===== src/logic/motor_pwm_defs.vh =====
`ifndef MOTOR_PWM_DEFS_VH
`define MOTOR_PWM_DEFS_VH

// register word indexes
`define ADDR_CTRL_A 4'h0
`define ADDR_CTRL_B 4'h1
`define ADDR_PROTECT 4'h2
`define ADDR_SHUTDOWN 4'h3
`define ADDR_CARRIER 4'h4
`define ADDR_WIDTH_U 4'h5
`define ADDR_WIDTH_V 4'h6
`define ADDR_WIDTH_W 4'h7
`define ADDR_ALT_U 4'h8
`define ADDR_ALT_V 4'h9
`define ADDR_ALT_W 4'hA
`define ADDR_DEAD_TIME 4'hB
`define ADDR_IRQ_DIV 4'hC
`define ADDR_LEVEL_BUF0 4'hD
`define ADDR_LEVEL_BUF1 4'hE
`define ADDR_TIMER_START 4'hF

// motor_ctrl_reg_a fields
`define A_IRQ_CFG_A 0
`define A_IRQ_CFG_B 1
`define A_TIMERS_EN 2
`define A_OUTPUT_EN 3
`define A_GUARD_EN 4
`define A_SHOOT_FLAG 5
`define A_SAWTOOTH 6
`define A_SOFT_TRIG 7

// motor_ctrl_reg_b fields
`define B_CWR_TRIG_EN 0
`define B_MODE1 1
`define B_RELOAD_TIMING 2
`define B_SRC_LO 3
`define B_SRC_HI 4
`define B_DT_DISABLE 5
`define B_DT_EDGE 6
`define B_DT_DIV2 7

// shutdown / polarity register fields
`define S_NMI_EN 0
`define S_SHUTDOWN_EN 1
`define S_HIGH_ACT_LOW 2
`define S_LOW_ACT_LOW 3

// count source dividers of clk_sys
`define DIV_F1 6'h01
`define DIV_F8 6'h08
`define DIV_F2N 6'h04
`define DIV_FC32 6'h20

// reset values
`define RST_CTRL_B 8'h20
`define RST_BYTE 8'h00
`define RST_WORD 16'h0000
`define RST_IRQ_DIV 4'h1

`endif


===== src/logic/three_phase_motor_pwm.v =====
`timescale 1ns/10ps
`include "motor_pwm_defs.vh"

// Notes on behaviour
// RULE1 - whole motor function runs only while the timers enable bit is 1
// RULE2 - carrier period is (m+1) ticks, doubled in triangular modulation
// RULE3 - phase pulse width is n ticks, doubled in triangular modulation
// RULE4 - dead time is p dead-time ticks or none; tick is f1 or f1/2
// RULE5 - three 8-bit dead-time down counters share one reload register
// RULE6 - phase timers are one-shots for U, V, W; carrier runs as free timer
// RULE7 - low nmi_n cuts the pins only with all four enables set
// RULE8 - output enable clears on reset, shoot-through, write 0, or nmi fall
// RULE9 - timers on and output enable off puts all six pins in high impedance
// RULE10 - mode 1 with irq config a: first irq after n-1 underflows, then every n
// RULE11 - carrier irq rate is one per 1 to 15 carrier periods
// RULE12 - software unlocks protection first, changes modes only with timers stopped
// RULE13 - shoot-through flag is set by hardware, cleared only by guard write 0
// RULE14 - sawtooth needs mode 0 and reload timing 0, set by software
// RULE15 - software sets dead-time edge select only for strictly inverse levels
// RULE16 - mode decode: tri mode 0, tri mode 1, or sawtooth
// RULE17 - alternate widths used only in triangular mode 1
// RULE18 - triangular copies level buffers once after a write; sawtooth every trigger
// RULE19 - transfer trigger: underflow, soft trigger write, or carrier write if enabled
// RULE20 - dead time starts on one-shot falling edge; also on trigger in sawtooth
// RULE21 - high-side and low-side active levels are selectable separately
// RULE22 - each carrier underflow triggers the phase one-shots whose start bits are set
// RULE23 - mode 1 loads alternate width first, then primary, alternating
// RULE24 - with dead time on, each turn-on waits for its phase's dead-time counter to stop
// RULE25 - guard on and both sides of a pair active: all pins high impedance
// RULE26 - pin level from shift register, one-shot state and active level
// RULE27 - after reset timers stop, output enable clears, pins released
module three_phase_motor_pwm (
  // clock and reset
  input wire clk_sys,
  input wire reset,
  // register port
  input wire [3:0] addr,
  input wire [15:0] wr_data,
  input wire wr_en,
  input wire rd_en,
  output reg [15:0] rd_data,
  // forced cutoff input
  input wire nmi_n,
  // phase pins: bit0..2 high side U,V,W; bit3..5 low side U,V,W
  output reg [5:0] phase_out,
  output reg [5:0] phase_oe_n,
  // carrier interrupt request, one cycle
  output reg carrier_irq
);

  // registers
  reg [7:0] ctrl_a_q;
  reg [7:0] ctrl_b_q;
  reg unlock_q;
  reg [3:0] shut_q;
  reg [15:0] carrier_q;
  reg [15:0] width_q [0:2];
  reg [15:0] alt_q [0:2];
  reg [7:0] dt_reload_q;
  reg [3:0] irq_div_q;
  reg [5:0] buf0_q;
  reg [5:0] buf1_q;
  reg [3:0] start_q;
  // internal state
  reg [5:0] shift0_q;
  reg [5:0] shift1_q;
  reg pending_q;
  reg [5:0] psc_q;
  reg dt_tick_q;
  reg [17:0] carr_cnt_q;
  reg [16:0] shot_cnt_q [0:2];
  reg [2:0] alt_next_q;
  reg [7:0] dt_cnt_q [0:2];
  reg [2:0] level_prev_q;
  reg [3:0] irq_cnt_q;
  reg nmi_prev_q;

  wire en = ctrl_a_q[`A_TIMERS_EN];
  wire moe = ctrl_a_q[`A_OUTPUT_EN];
  wire guard = ctrl_a_q[`A_GUARD_EN];
  // mode decode
  wire sawtooth = ctrl_a_q[`A_SAWTOOTH]; // RULE16
  wire mode1 = ~sawtooth & ctrl_b_q[`B_MODE1]; // RULE16
  wire dt_on = ~ctrl_b_q[`B_DT_DISABLE];
  wire wr_a = wr_en & (addr == `ADDR_CTRL_A) & unlock_q; // RULE12
  wire wr_b = wr_en & (addr == `ADDR_CTRL_B) & unlock_q; // RULE12
  wire wr_carrier = wr_en & (addr == `ADDR_CARRIER);
  wire wr_buf = wr_en & ((addr == `ADDR_LEVEL_BUF0) | (addr == `ADDR_LEVEL_BUF1));

  // count source divider from the two select bits
  function [5:0] src_div;
    input [1:0] sel;
    begin
      case (sel)
        2'h0: src_div = `DIV_F1;
        2'h1: src_div = `DIV_F8;
        2'h2: src_div = `DIV_F2N;
        default: src_div = `DIV_FC32;
      endcase
    end
  endfunction

  // pulse length in ticks, doubled for triangular waves
  function [16:0] width_ticks;
    input [15:0] n;
    input saw;
    begin
      width_ticks = saw ? {1'b0, n} : {n, 1'b0};
    end
  endfunction

  // carrier length in ticks; 18 bits so that m = FFFF doubled does not wrap
  function [17:0] period_ticks;
    input [15:0] m;
    input saw;
    begin
      period_ticks = saw ? ({2'b00, m} + 18'h00001) : ({1'b0, m, 1'b0} + 18'h00002);
    end
  endfunction

  wire [5:0] div = src_div(ctrl_b_q[`B_SRC_HI:`B_SRC_LO]);
  wire tick = en & (psc_q == div - 6'h01);
  wire carr_run = en & start_q[0];
  wire underflow = carr_run & tick & (carr_cnt_q == 18'h00001);
  wire soft_trig = wr_a & wr_data[`A_SOFT_TRIG];
  // transfer trigger sources
  wire xfer = en & (underflow | soft_trig |
                    (wr_carrier & ctrl_b_q[`B_CWR_TRIG_EN])); // RULE19
  wire dt_tick = ctrl_b_q[`B_DT_DIV2] ? dt_tick_q : 1'b1; // RULE4

  // phase raw levels, dead-time gating and shoot-through detection
  reg [5:0] act;
  reg [2:0] shot;
  reg [2:0] shot_end;
  reg [2:0] lvl;
  reg both;
  integer k;
  always @* begin
    act = 6'h00;
    shot = 3'h0;
    shot_end = 3'h0;
    lvl = 3'h0;
    both = 1'b0;
    for (k = 0; k < 3; k = k + 1) begin
      shot[k] = shot_cnt_q[k] != 17'h00000;
      // pulse ends at this edge unless a new trigger reloads it
      shot_end[k] = tick & (shot_cnt_q[k] == 17'h00001) & ~underflow; // RULE20
      lvl[k] = shot[k] ? shift1_q[k] : shift0_q[k];
      // second buffer level while the one-shot pulse runs
      act[k] = shot[k] ? shift1_q[k] : shift0_q[k]; // RULE26
      act[k+3] = shot[k] ? shift1_q[k+3] : shift0_q[k+3]; // RULE26
      if (dt_on && dt_cnt_q[k] != 8'h00) begin
        act[k] = 1'b0; // RULE24
        act[k+3] = 1'b0; // RULE24
      end
      if (act[k] && act[k+3]) begin
        both = en & moe; // RULE13
      end
    end
  end

  wire shoot = guard & both; // RULE25
  wire nmi_fall = nmi_prev_q & ~nmi_n;
  wire nmi_armed = shut_q[`S_NMI_EN] & shut_q[`S_SHUTDOWN_EN];
  wire cutoff = nmi_armed & en & moe & ~nmi_n; // RULE7

  // register writes, control bits and hardware clears
  always @(posedge clk_sys) begin
    if (reset) begin
      ctrl_a_q <= `RST_BYTE; // RULE27
      ctrl_b_q <= `RST_CTRL_B;
      unlock_q <= 1'b0;
      shut_q <= 4'h0;
      carrier_q <= `RST_WORD;
      dt_reload_q <= `RST_BYTE;
      irq_div_q <= `RST_IRQ_DIV;
      buf0_q <= 6'h00;
      buf1_q <= 6'h00;
      start_q <= 4'h0; // RULE27
      nmi_prev_q <= 1'b1;
    end else begin
      nmi_prev_q <= nmi_n;
      if (wr_a) begin
        ctrl_a_q[4:0] <= wr_data[4:0];
        ctrl_a_q[`A_SAWTOOTH] <= wr_data[`A_SAWTOOTH];
      end
      // output enable clears win over a write of 1 in the same cycle
      if (shoot || (nmi_fall && nmi_armed)) begin
        ctrl_a_q[`A_OUTPUT_EN] <= 1'b0; // RULE8
      end
      // flag: hardware set wins over the guard clear
      if (shoot) begin
        ctrl_a_q[`A_SHOOT_FLAG] <= 1'b1; // RULE13
      end else if (wr_a && !wr_data[`A_GUARD_EN]) begin
        ctrl_a_q[`A_SHOOT_FLAG] <= 1'b0; // RULE13
      end
      if (wr_b) begin
        ctrl_b_q <= wr_data[7:0];
      end
      if (wr_en) begin
        case (addr)
          `ADDR_PROTECT: unlock_q <= wr_data[0];
          `ADDR_SHUTDOWN: shut_q <= wr_data[3:0];
          `ADDR_CARRIER: carrier_q <= wr_data;
          `ADDR_DEAD_TIME: dt_reload_q <= wr_data[7:0];
          `ADDR_IRQ_DIV: irq_div_q <= wr_data[3:0];
          `ADDR_LEVEL_BUF0: buf0_q <= wr_data[5:0];
          `ADDR_LEVEL_BUF1: buf1_q <= wr_data[5:0];
          `ADDR_TIMER_START: start_q <= wr_data[3:0];
          default: ;
        endcase
      end
    end
  end

  // width registers, primary and alternate per phase
  integer w;
  always @(posedge clk_sys) begin
    if (reset) begin
      for (w = 0; w < 3; w = w + 1) begin
        width_q[w] <= `RST_WORD;
        alt_q[w] <= `RST_WORD;
      end
    end else if (wr_en) begin
      for (w = 0; w < 3; w = w + 1) begin
        if (addr == `ADDR_WIDTH_U + w[3:0]) begin
          width_q[w] <= wr_data;
        end
        if (addr == `ADDR_ALT_U + w[3:0]) begin
          alt_q[w] <= wr_data;
        end
      end
    end
  end

  // prescaler and dead-time half-rate toggle
  always @(posedge clk_sys) begin
    if (reset || !en) begin
      psc_q <= 6'h00; // RULE1
      dt_tick_q <= 1'b0;
    end else begin
      psc_q <= tick ? 6'h00 : psc_q + 6'h01;
      dt_tick_q <= ~dt_tick_q;
    end
  end

  // carrier timer: reloads its period on every underflow
  always @(posedge clk_sys) begin
    if (reset || !carr_run) begin
      carr_cnt_q <= period_ticks(carrier_q, sawtooth); // RULE2
    end else if (tick) begin
      if (carr_cnt_q == 18'h00001) begin
        carr_cnt_q <= period_ticks(carrier_q, sawtooth); // RULE2
      end else begin
        carr_cnt_q <= carr_cnt_q - 18'h00001; // RULE6
      end
    end
  end

  // phase one-shots and dead-time counters
  integer p;
  always @(posedge clk_sys) begin
    if (reset || !en) begin
      for (p = 0; p < 3; p = p + 1) begin
        shot_cnt_q[p] <= 17'h00000; // RULE27
        dt_cnt_q[p] <= 8'h00;
      end
      alt_next_q <= 3'h7;
      level_prev_q <= 3'h0;
    end else begin
      level_prev_q <= lvl;
      for (p = 0; p < 3; p = p + 1) begin
        if (underflow && start_q[p+1]) begin
          // alternate width first in mode 1, primary otherwise
          if (mode1 && alt_next_q[p]) begin
            shot_cnt_q[p] <= width_ticks(alt_q[p], sawtooth); // RULE23 RULE17
          end else begin
            shot_cnt_q[p] <= width_ticks(width_q[p], sawtooth); // RULE22 RULE3
          end
          alt_next_q[p] <= mode1 ? ~alt_next_q[p] : 1'b1; // RULE23
        end else if (!start_q[p+1]) begin
          shot_cnt_q[p] <= 17'h00000; // RULE6
          // a stopped phase timer starts again on its alternate width
          alt_next_q[p] <= 1'b1; // RULE23
        end else if (tick && shot_cnt_q[p] != 17'h00000) begin
          shot_cnt_q[p] <= shot_cnt_q[p] - 17'h00001; // RULE6
        end
        // edge select 1 follows any level change, relying on inverse levels
        if (dt_on && ((!ctrl_b_q[`B_DT_EDGE] && shot_end[p]) ||
            (!ctrl_b_q[`B_DT_EDGE] && sawtooth && xfer) ||
            (ctrl_b_q[`B_DT_EDGE] && (level_prev_q[p] != lvl[p])))) begin
          dt_cnt_q[p] <= dt_reload_q; // RULE20 RULE5 RULE15
        end else if (dt_tick && dt_cnt_q[p] != 8'h00) begin
          dt_cnt_q[p] <= dt_cnt_q[p] - 8'h01; // RULE4 RULE5
        end
      end
    end
  end

  // three-phase output shift register load
  always @(posedge clk_sys) begin
    if (reset) begin
      shift0_q <= 6'h00;
      shift1_q <= 6'h00;
      pending_q <= 1'b0;
    end else begin
      if (xfer && (sawtooth || pending_q || wr_buf)) begin
        shift0_q <= (wr_en && addr == `ADDR_LEVEL_BUF0) ? wr_data[5:0] : buf0_q; // RULE18
        shift1_q <= (wr_en && addr == `ADDR_LEVEL_BUF1) ? wr_data[5:0] : buf1_q; // RULE18
      end
      // once per write in triangular modes
      pending_q <= wr_buf | (pending_q & ~xfer); // RULE18
    end
  end

  // carrier interrupt divider
  wire [3:0] irq_n = (irq_div_q == 4'h0) ? 4'h1 : irq_div_q; // RULE11
  wire [3:0] irq_start = (mode1 && ctrl_a_q[`A_IRQ_CFG_A]) ? 4'h1 : 4'h0; // RULE10
  wire irq_hit = underflow & (irq_cnt_q + 4'h1 >= irq_n);
  // counting from one in mode 1 makes the first request come one underflow early
  always @(posedge clk_sys) begin
    if (reset) begin
      irq_cnt_q <= 4'h0;
      carrier_irq <= 1'b0;
    end else if (!carr_run) begin
      irq_cnt_q <= irq_start; // RULE10
      carrier_irq <= 1'b0;
    end else begin
      carrier_irq <= irq_hit; // RULE11
      if (irq_hit) begin
        irq_cnt_q <= 4'h0; // RULE10
      end else if (underflow) begin
        irq_cnt_q <= irq_cnt_q + 4'h1; // RULE10
      end
    end
  end

  // pin drive: polarity, release and cutoff
  always @(posedge clk_sys) begin
    if (reset) begin
      phase_out <= 6'h00;
      phase_oe_n <= 6'h3F; // RULE27
    end else begin
      phase_out[2:0] <= act[2:0] ^ {3{shut_q[`S_HIGH_ACT_LOW]}}; // RULE21 RULE26
      phase_out[5:3] <= act[5:3] ^ {3{shut_q[`S_LOW_ACT_LOW]}}; // RULE21 RULE26
      if (!en) begin
        phase_oe_n <= 6'h3F; // RULE1
      end else if (!moe || cutoff || shoot) begin
        phase_oe_n <= 6'h3F; // RULE9 RULE7 RULE25
      end else begin
        phase_oe_n <= 6'h00;
      end
    end
  end

  // read port: data only in the cycle after the strobe
  always @(posedge clk_sys) begin
    if (reset || !rd_en) begin
      rd_data <= 16'h0000;
    end else begin
      case (addr)
        `ADDR_CTRL_A: rd_data <= {8'h00, 1'b0, ctrl_a_q[6:0]};
        `ADDR_CTRL_B: rd_data <= {8'h00, ctrl_b_q};
        `ADDR_PROTECT: rd_data <= {15'h0000, unlock_q};
        `ADDR_SHUTDOWN: rd_data <= {12'h000, shut_q};
        `ADDR_CARRIER: rd_data <= carr_run ? carr_cnt_q[15:0] : carrier_q;
        `ADDR_WIDTH_U: rd_data <= width_q[0];
        `ADDR_WIDTH_V: rd_data <= width_q[1];
        `ADDR_WIDTH_W: rd_data <= width_q[2];
        `ADDR_ALT_U: rd_data <= alt_q[0];
        `ADDR_ALT_V: rd_data <= alt_q[1];
        `ADDR_ALT_W: rd_data <= alt_q[2];
        `ADDR_DEAD_TIME: rd_data <= {8'h00, dt_reload_q};
        `ADDR_IRQ_DIV: rd_data <= {12'h000, irq_div_q};
        `ADDR_LEVEL_BUF0: rd_data <= {10'h000, shift0_q};
        `ADDR_LEVEL_BUF1: rd_data <= {10'h000, shift1_q};
        default: rd_data <= {12'h000, start_q};
      endcase
    end
  end

endmodule // three_phase_motor_pwm


===== config.mk =====
export PLATFORM = sky130hd
export DESIGN_NAME = three_phase_motor_pwm
export DESIGN_NICKNAME = d
export VERILOG_FILES = /design/src/logic/three_phase_motor_pwm.v
export VERILOG_INCLUDE_DIRS = /design/src /design/src/logic
export SDC_FILE = /design/constraint.sdc
export NUM_CORES = 1
export LEC_CHECK = 0
export BUFFER_PORTS_ARGS = -buffer_cell sky130_fd_sc_hd__clkbuf_2
export CAP_MARGIN = 25
export CORE_ASPECT_RATIO = 1.1
export CORE_MARGIN = 5
export CORE_UTILIZATION = 40
export DETAILED_ROUTE_END_ITERATION = 10
export GPL_TIMING_DRIVEN = 1
export PLACE_DENSITY = 0.52
export REMOVE_ABC_BUFFERS = 1
export SYNTH_ARGS = -nofsm -noshare
export SYNTH_HDL_FRONTEND = slang
export SYNTH_SLANG_ARGS = --single-unit

===== constraint.sdc =====
create_clock -name clk_sys -period 4.49 [get_ports clk_sys]
set_clock_uncertainty 0.2 [all_clocks]
set_input_delay 0.449 -clock clk_sys [delete_from_list [all_inputs] [get_ports clk_sys]]
set_output_delay 0.449 -clock clk_sys [all_outputs]
set_load 0.01 [all_outputs]

==> results.ini, run 1 <==
[setup_path]
start_kind=flop
worstPathArrival_ns=4.02
rr_endpoint=shot_cnt_q[2][14]
reg2reg_slack_ns=0.51
endpoint_kind=flop
r2r-start=carr_cnt_q[3]
crit_required_ns=4.53
reg2regPathDepth=7
critical_path_class=flop to flop
worstPathMaxFanout=17

[yosys]
yosys.area.top_type=edfxtp_1
syn_area_per_cell_sq_um=10.0
synth_seq_area_share=0.474
synthTopCellsByArea=edfxtp_1, dfxtp_1, mux2i_1
synth_cell_types=89
synth.top_cell.area_share=0.334
syn_inst=1693
synth_edf_count=189
yosysWarnings=0
syn-cell-area_sq_um=17000
ys_ff_latch=308
async_flop_share=0
ys_dominant_reg_cell=edfxtp_1

[detailed_routing]
vias=13600
ant_nets=0
post_drt_via_cell_ratio=5.86
route.detailed.drc=0
drt-initial-drc-count=1092
routedWlPerCell_um=23.7
drt-pass1-iter-count=5
routed_wl_mm=55.0

[sta]
hold_viol=0
tightest_slew_ns=0.988
max_freq_mhz=251
period_minus_slack_ns=3.98
relSlewSlack=0.340
fin_crit_sh=0.886
fin_ws_ns=0.511
fin_setup_tns_ns=0
slew_violations=0
rsz0062_at_grt=false
finalSetupViolCount=0

[power_and_ir_drop]
cellLeakagePower_nw=7.09
p_total_mw=6.36
ir_drop_mv=0.263
powerDensity_nw_per_um2=333

[floorplanning]
io_pins=54
rows=79
initial_utilization=0.403
die_x_um=207
core_area_sq_um=42200
die-area_sq_um=46800
die_h_um=226

[clock_tree]
cts_tree=built
worst_skew_pair.late_latency_ns=0.54
cts_resized=0
cts-root-buf=clkbuf_16
cts.htree.levels=2
cts_max_path_buffers=3
path_clk_slew_ns=0.06
cts_sinks=308
cts_buffers=35

[worst_hold_path]
hold_depth=3
hp-class=primary input to flop
hold_start=wr_data[5]
hold_end=carrier_q[5]

[global_routing]
grt-ovfl-total=0
grt_pass1_wl_mm=82.5
grt_pass1_vias=13300
grt.total_usage=0.232
antenna_found_initial=0
grt_max_degree=55

[placement]
dp_hpwl_mm=40.7
dp_worst_setup_slack_ns=0.588
postPlaceCellArea_sq_um=17900
gp_congestion=0.923
numPortBuffers=53
place_inst=2251

[layout]
final_cell_mix=edfxtp_1, nand2_1, nor2_1, mux2i_1, dfxtp_1
layout_commonest_cell=edfxtp_1
fin_nets=1776
diodes=0
syn2layout_area_growth_pct=12.3
fin_cells=2324
drive_above_1_share=0.115
design_area_sq_um=19100

[run_status]
status=finished, final reports clean

[flow_run]
maxCapViolCount=0

==> cells by family after synthesis <==
kind of cell,Yosys count,synth area share
DFF,308,0.474
and+or+nand+nor,607,0.176
buffers and inverters,138,0.0346
xor gates and xnor gates,93,0.0479
muxes,140,0.0955
adders and majority gates,21,0.0154
AOI/OAI and AO/OA,386,0.158
==> sequential cells by signal, indices dropped and copies added (netlist names), 4 cells and up <==
register,cells
width_q,48
irq_div_q,4
dt_cnt_q,24
shot_cnt_q,51
phase_out,6
ctrl_b_q,8
irq_cnt_q,4
shift0_q,6
shift1_q,6
start_q,4
shut_q,4
carr_cnt_q,18
dt_reload_q,8
ctrl_a_q,7
rd_data,16
alt_q,48
buf0_q,6
buf1_q,6
psc_q,6
carrier_q,16
==> Yosys cell counts (14+ instances only) <==
library cell	count
edfxtp_1	189
nand2_1	173
nor2_1	171
dfxtp_1	119
mux2i_1	118
a21oi_1	93
clkbuf_1	77
o21ai_0	58
xor2_1	53
nand3_1	51
xnor2_1	40
and2_1	39
a211oi_1	30
o22ai_1	29
inv_1	27
nor3_1	27
a22oi_1	23
a22o_1	22
ha_1	21
or3_1	19
nor4_1	18
nand4_1	17
o22a_1	16
a31oi_1	14
==> worst max-delay path: stages, from the launching register on <==
cell and delay (ns):
edfxtp_1 0.46, or4_4 0.60, nor3_2 0.40, nand4_1 0.50, and4_1 0.42, nor3_4 0.31
nand2b_1 0.61, o22ai_1 0.15
==> metrics by stage <==
step | hold WS, ns | utilization
floorplan | 0.195 | -
global placement | 0.202 | 0.423
detailed placement | 0.215 | 0.423
CTS | 0.126 | 0.453
global route | 0.154 | 0.453
finish | 0.143 | 0.453
==> worst max path at each step <==
| stage | from | slack, ns | depth (start not counted) | to |
|---|---|---|---|---|
| 2_1_floorplan | ctrl_a_q[6] | -0.33 | 4 | shot_cnt_q[0][2] |
| 3_3_place_gp | carr_cnt_q[3] | 0.68 | 7 | shot_cnt_q[2][14] |
| 3_5_place_dp | carr_cnt_q[3] | 0.59 | 7 | shot_cnt_q[2][14] |
| 4_1_cts | carr_cnt_q[3] | 0.57 | 7 | shot_cnt_q[2][14] |
| 5_1_grt | carr_cnt_q[3] | 0.32 | 7 | shot_cnt_q[2][12] |
| 6_report | carr_cnt_q[3] | 0.51 | 7 | shot_cnt_q[2][14] |
==> power by group <==
| part | switching (mW) | total, mW | internal (mW) |
|---|---|---|---|
| clock | 1.20 | 2.89 | 1.69 |
| combinational | 0.220 | 0.334 | 0.114 |
| sequential | 0.0790 | 3.14 | 3.06 |
| total | 1.50 | 6.36 | 4.86 |
==> cell type report <==
type	count	area, sq um
multi-input combinational	1247	8370
clock buffer	49	1000
sequential	308	8060
timing repair buffer	110	718
inverter	28	105
fill	4032	23100
clock inverter	15	144
tap	567	709
==> layer usage <==
layer | share of wire | GRT usage
met1 | 0.45 | 0.323
met2 | 0.47 | 0.378
met3 | 0.051 | 0.0262
met4 | 0.037 | 0.0809
met5 | 0 | 0
==> what timing repair did <==
action,in CTS,in global routing
hold buffers,9,0
setup buffers,0,0
endpoints found under the hold margin,9,0
(Power assumes the default switching activity.)
==> run 2, diff against run 1 <==
Settings changed: ABC_AREA set to 1.
==> run 2 against run 1 <==
- via count up 8.5%
- setup slack improved by 0.41 ns
- largest power group is now clock
- critical path type unchanged
- die area is 0.20% lower
- non-clock buffer count is 16 lower
==> results.ini, run 2 <==
[yosys]
synth_most_common_cell=nand2_1
yosysWarnings=0  ; unchanged
synth_mux_area_frac=0.0130  ; -0.0825
synth_edf_count=189  ; unchanged
ys_dominant_reg_cell=edfxtp_1
synthXorXnorAreaFrac=0.0273  ; -0.0205
synthTopCellsByCount=nand2_1, inv_1, o21ai_0, nor2_1, edfxtp_1
synthSimpleGateAreaFrac=0.207  ; +0.0318
yosys.area.top_type=edfxtp_1
syn_area_per_cell_sq_um=8.13  ; -19%
synth.top_cell.area_share=0.334  ; +0.000713
ys_ff_latch=308  ; unchanged
synth_cell_types=60  ; -33%
syn-cell-area_sq_um=17000  ; -0.21%
synthTopCellsByArea=edfxtp_1, dfxtp_1, nand2_1
syn_inst=2088  ; +23%
synth-compound-area-share=0.183  ; +0.0252
synth_fa_ha_area_frac=0.0155  ; +0.0000330
synth_top_family_by_area=simple AND/OR/NAND/NOR gates
async_flop_share=0  ; unchanged
synth_seq_area_share=0.475  ; +0.00101

[global_routing]
grt.total_usage=0.244  ; +0.0113
grt_max_degree=66  ; +20%
grt_pass1_wl_mm=86.2  ; +4.5%
grt_pass1_vias=14100  ; +6.0%
antenna_found_initial=0  ; unchanged
grt-ovfl-total=0  ; unchanged

[sta]
finalSetupViolCount=0  ; unchanged
rsz0062_at_grt=false
fin_ws_ns=0.925  ; +0.414 ns
tightest_slew_ns=0.986  ; -0.00190 ns
hold_viol=0  ; unchanged
period_minus_slack_ns=3.56  ; -0.414 ns
fin_crit_sh=0.794  ; -0.0922
fin_setup_tns_ns=0  ; unchanged
slew_violations=0  ; unchanged
relSlewSlack=0.326  ; -0.0144
max_freq_mhz=281  ; +12%

[worst_hold_path]
hp-class=primary input to flop
hold_end=carrier_q[10]
hold_depth=3  ; unchanged
hold_start=wr_data[10]

[detailed_routing]
drt-initial-drc-count=1461  ; +34%
ant_nets=0  ; unchanged
route.detailed.drc=0  ; unchanged
post_drt_via_cell_ratio=5.40  ; -7.8%
routed_wl_mm=57.2  ; +4.0%
drt-pass1-iter-count=6  ; +1
routedWlPerCell_um=20.9  ; -12%
vias=14800  ; +8.5%

[power_and_ir_drop]
ir_drop_mv=0.333  ; +27%
p_sw_mw=1.62  ; +8.0%
powerDensity_nw_per_um2=356  ; +6.9%
p_sw_frac=0.236  ; about the same
p_total_mw=6.88  ; +8.1%
pwr-share-seq=0.456  ; -0.037
power_frac_comb=0.052  ; about the same
p_clk_frac=0.492  ; +0.038
cellLeakagePower_nw=7.98  ; +13%
p_int_mw=5.26  ; +8.1%

[layout]
final_cell_mix=nand2_1, inv_1, o21ai_0, nor2_1, edfxtp_1
final_util=0.459  ; +0.00603
top_regs=shot_cnt_q (51), alt_q (48), width_q (48)
syn2layout_area_growth_pct=13.8
drive_above_1_share=0.110  ; -0.00524
fin_nets=2187  ; +23%
layout_commonest_cell=nand2_1
largest_reg_flops=51  ; unchanged
max_flop_register=shot_cnt_q
diodes=0  ; unchanged

[floorplanning]
die_x_um=206  ; -0.10%
die-area_sq_um=46700  ; -0.20%
core_area_sq_um=42100  ; -0.23%
io_pins=54  ; unchanged
die_h_um=226  ; -0.10%
rows=79  ; unchanged
initial_utilization=0.403  ; about the same

[setup_path]
reg2regPathDepth=13  ; +6
worstPathMaxFanout=17  ; unchanged
worstPathArrival_ns=3.43  ; -0.59 ns
crit_required_ns=4.36  ; -0.17 ns
worstPathCellList=inv_1 -> ha_1 -> nand2_1 -> nor2_1 -> nand3_1 -> nor2_1 -> nand3_4 -> inv_2 -> nor2_2 -> nand2_4 -> nand2_4 -> clkinv_2 -> nand3_1
rr_endpoint=shot_cnt_q[2][14]
r2r-start=carr_cnt_q[1]
max_stage_delay_ns=0.59  ; -0.02 ns
critical-path-top-delay-family=simple AND/OR/NAND/NOR gates
cp-startpoint=carr_cnt_q[1]
cp.depth=13  ; +6
crit_slowest_cell=nand3_1
endpoint_kind=flop
critical_path_class=flop to flop
start_kind=flop
cp.buffers_inverters=3  ; +3
reg2reg_slack_ns=0.93  ; +0.41 ns

[clock_tree]
cts_max_path_buffers=3  ; unchanged
cts-root-buf=clkbuf_16
cts_buffers=38  ; +8.6%
cts_sinks=308  ; unchanged
cts_resized=0  ; unchanged
path_clk_slew_ns=0.06  ; about the same
worst_skew_pair.late_latency_ns=0.56  ; +0.02 ns
cts.htree.levels=2  ; unchanged
cts_tree=built

[placement]
gp_congestion=0.926  ; +0.33%
numPortBuffers=53  ; unchanged
dp_hpwl_mm=43.4  ; +6.7%
dp_worst_setup_slack_ns=0.890  ; +0.303 ns

[run_status]
status=finished, final reports clean

[flow_run]
maxCapViolCount=0  ; unchanged

[run 2: cell types whose count changed after synthesis, sizes merged, moves of 30 or more]
cell,before,now
nand2,174,391
nor2,171,231
a211oi,34,4
a21oi,94,157
and2,39,9
o21ai,61,254
mux2i,118,22
inv,28,256
nand3,51,82
[run 2: logic make-up after synthesis]
family | Yosys count
fa+ha+maj | 21
xor+xnor | 53
flops | 308
compound gates | 541
mux | 22
simple gates | 797
buf+inv | 346
[run 2: repair_timing]
action | 4_1_cts | 5_1_grt
endpoints found under the hold margin | 7 | 0
setup buffers | 0 | 0
hold buffers | 7 | 0
[run 2: worst max path at each step]
stage          slack, ns           endpoint
6_report            0.93  shot_cnt_q[2][14]
5_1_grt             0.68   shot_cnt_q[2][7]
4_1_cts             0.86   shot_cnt_q[2][7]
3_5_place_dp        0.89  shot_cnt_q[2][12]
3_3_place_gp        0.92  shot_cnt_q[2][15]
2_1_floorplan      -1.61     dt_cnt_q[1][2]
[run 2: worst reg2reg max path: cells and delay by family, from the launching register on]
family | cells | cell delay [ns]
fa+ha+maj | 1 | 0.18
buf+inv | 3 | 0.45
flops | 1 | 0.41
simple gates | 9 | 1.83
[run 2: stage by stage]
| stage | std cells | area, sq um | hold WS, ns |
|---|---|---|---|
| 2_1_floorplan | 2007 | 16600 | 0.187 |
| 3_3_place_gp | 2660 | 17900 | 0.195 |
| 3_5_place_dp | 2661 | 17900 | 0.200 |
| 4_1_cts | 2736 | 19300 | 0.00395 |
| 5_1_grt | 2736 | 19300 | 0.0370 |
| 6_report | 2736 | 19300 | 0.0213 |
[run 2: layout make-up]
type,instances,area (sq um)
multi-input cells,1434,7580
well taps,567,709
fillers,4205,22800
repair buffers,94,594
clock inverters,17,233
inverters,265,996
clock buffers,51,1150
flip-flops and latches,308,8060
[run 2: power by group through the flow]
stage / logic [mW] / registers, mW / clock network, mW
after floorplan: 0.192 / 3.16 / 0
after CTS: 0.356 / 3.13 / 3.43
final: 0.359 / 3.14 / 3.38
after detailed placement: 0.349 / 3.19 / 0
after global placement: 0.350 / 3.20 / 0
after global routing: 0.393 / 3.14 / 3.55
[run 2: per-layer routing]
| layer | global-route usage | wire length [um] |
|---|---|---|
| met2 | 0.394 | 26600 |
| met1 | 0.339 | 25400 |
| met3 | 0.0464 | 3930 |
| met4 | 0.0599 | 1240 |
| met5 | 0 | 0 |
==> run 3, diff against run 2 <==
Settings changed: PLACE_DENSITY 0.52 to 0.54.
Clock period 4.49 ns to 3.05 ns, I/O delays scaled along.
==> run 3 against run 2 <==
- critical path depth unchanged
- first-iteration DRC count decreased by 15%
- non-clock buffer count increased by 92
- flip-flop and latch count unchanged
- sequential power increased by 47%
- sequential share of layout area decreased by 1.5 points
- wire length decreased by 1.9%
- count of clock-buffer cells in the layout decreased by 1
- largest power group is now sequential cells
==> results.ini, run 3 (synthesis results as in run 2) <==
[layout]
fin_nets=2277  ; +4.1%
syn2layout_area_growth_pct=18.1
design_area_sq_um=20100  ; +3.8%
final_util=0.476  ; +0.0174
diodes=0  ; unchanged
fin_cells=2825  ; +3.3%
layout_commonest_cell=nand2_1
fillers=4145  ; -1.4%
top_regs=shot_cnt_q (51), alt_q (48), width_q (48)
final_cell_mix=nand2_1, inv_1, o21ai_0, nor2_1, edfxtp_1
max_flop_register=shot_cnt_q
drive_above_1_share=0.142  ; +0.0320
largest_reg_flops=51  ; unchanged

[setup_path]
start_kind=flop
critical_path_class=flop to flop
rr_endpoint=dt_cnt_q[2][3]
r2r-start=shot_cnt_q[2][0]
reg2reg_slack_ns=0.19  ; -0.73 ns
worstPathArrival_ns=2.89  ; -0.54 ns
worstPathMaxFanout=8  ; -9
crit_required_ns=3.08  ; -1.28 ns
endpoint_kind=flop
reg2regPathDepth=13  ; unchanged

[placement]
dp_worst_setup_slack_ns=-0.190  ; -1.08 ns
place_inst=2737  ; +2.9%
gp_congestion=0.935  ; +1.1%
numPortBuffers=53  ; unchanged
postPlaceCellArea_sq_um=18500  ; +3.7%
dp_hpwl_mm=43.2  ; -0.29%

[sta]
relSlewSlack=0.404  ; +0.0787
finalSetupViolCount=0  ; unchanged
fin_ws_ns=0.194  ; -0.731 ns
fin_crit_sh=0.936  ; +0.142
hold_viol=0  ; unchanged
max_freq_mhz=350  ; +25%
tightest_slew_ns=0.871  ; -0.115 ns
fin_setup_tns_ns=0  ; unchanged
whs_ns=0.0254  ; +0.00414 ns
period_minus_slack_ns=2.86  ; -0.709 ns
slew_violations=0  ; unchanged

[detailed_routing]
route.detailed.drc=0  ; unchanged
ant_nets=0  ; unchanged
drt-initial-drc-count=1243  ; -15%
routed_wl_mm=56.1  ; -1.9%
vias=15200  ; +2.6%
drt-pass1-iter-count=5  ; -1
routedWlPerCell_um=19.9  ; -5.0%
met1_length_mm=23.3  ; -8.3%
highest_layer=met5
post_drt_via_cell_ratio=5.36  ; -0.65%
wl_met3_mm=4.27  ; +8.7%
wl_met2_mm=26.1  ; -1.9%

[clock_tree]
cts_max_path_buffers=3  ; unchanged
cts.htree.levels=2  ; unchanged
worst_skew_pair.late_latency_ns=0.54  ; -0.02 ns
cts-root-buf=clkbuf_16
path_clk_slew_ns=0.06  ; about the same
cts_buffers=36  ; -5.3%
cts_tree=built
cts_sinks=308  ; unchanged

[floorplanning]
core_area_sq_um=42100  ; unchanged
initial_utilization=0.403  ; unchanged
die_x_um=206  ; unchanged
die-area_sq_um=46700  ; unchanged
io_pins=54  ; unchanged
rows=79  ; unchanged
die_h_um=226  ; unchanged

[global_routing]
grt.total_usage=0.238  ; -0.00591
grt_pass1_wl_mm=85.1  ; -1.3%
antenna_found_initial=2  ; +2
grt_pass1_vias=14500  ; +2.9%
grt-ovfl-total=0  ; unchanged
grt_max_degree=110  ; +67%

[worst_hold_path]
hold_end=dt_reload_q[7]
hp-class=primary input to flop
hold_depth=3  ; unchanged
hold_start=wr_data[7]

[power_and_ir_drop]
pwr-share-seq=0.476  ; +0.020
p_total_mw=9.70  ; +41%
p_clk_frac=0.464  ; -0.028
p_sw_mw=2.26  ; +40%
powerDensity_nw_per_um2=484  ; +36%
ir_drop_mv=0.435  ; +31%
p_sw_frac=0.233  ; -0.00225
cellLeakagePower_nw=8.39  ; +5.1%
power_frac_comb=0.060  ; +0.008
p_int_mw=7.44  ; +41%

[run_status]
status=finished, final reports clean

[flow_run]
maxCapViolCount=0  ; unchanged

-- run 3: layout make-up --
type / instances / area [sq um] / area share
Multi-Input combinational cell: 1434 / 7630 / 0.381
Tap cell: 567 / 709 / 0.0354
Clock buffer: 50 / 1030 / 0.0516
Sequential cell: 308 / 8060 / 0.402
Timing Repair Buffer: 186 / 1410 / 0.0702
Inverter: 265 / 1000 / 0.0501
Clock inverter: 15 / 199 / 0.00992
-- run 3: worst max path at each step --
stage,from,endpoint,slack [ns],cells after the start
final,shot_cnt_q[2][0],dt_cnt_q[2][3],0.19,13
after global routing,shot_cnt_q[2][0],dt_cnt_q[2][2],-0.01,17
after CTS,shot_cnt_q[1][0],dt_cnt_q[1][2],0.05,15
after detailed placement,shot_cnt_q[2][0],dt_cnt_q[2][5],-0.19,13
after global placement,shot_cnt_q[2][0],dt_cnt_q[2][3],-0.11,13
after floorplan,ctrl_a_q[6],dt_cnt_q[0][0],-3.05,10
-- run 3: timing repair --
item,4_1_cts,5_1_grt
gates resized for setup,3,15
hold endpoints to repair,54,0
hold buffers,21,0
buffers inserted,0,2
pin swaps,0,2
endpoints found under the setup margin,16,87
-- run 3: power by group through the flow --
stage	sequential (mW)	combinational (mW)	clock [mW]
floorplan	4.66	0.282	0
global placement	4.70	0.560	0
detailed placement	4.70	0.560	0
CTS	4.61	0.580	4.59
global route	4.62	0.635	4.75
finish	4.62	0.586	4.50
-- run 3: routing by layer --
metal,GRT usage,vias to the layer above
met4,0.0955,4
met3,0.0461,116
met5,0,-
met1,0.313,7140
li1,-,7403
met2,0.385,488
-- run 3: worst max-delay path: stages, from the launching register on --
cell	delay, ns
edfxtp_1	0.45
inv_1	0.12
ha_1	0.19
nand2_1	0.16
nor2_2	0.21
nand3_4	0.15
o21ai_2	0.24
inv_1	0.11
nand2_1	0.07
nand3_1	0.06
nand3_1	0.12
nand2_1	0.09
nand2_1	0.16
nand3_2	0.22
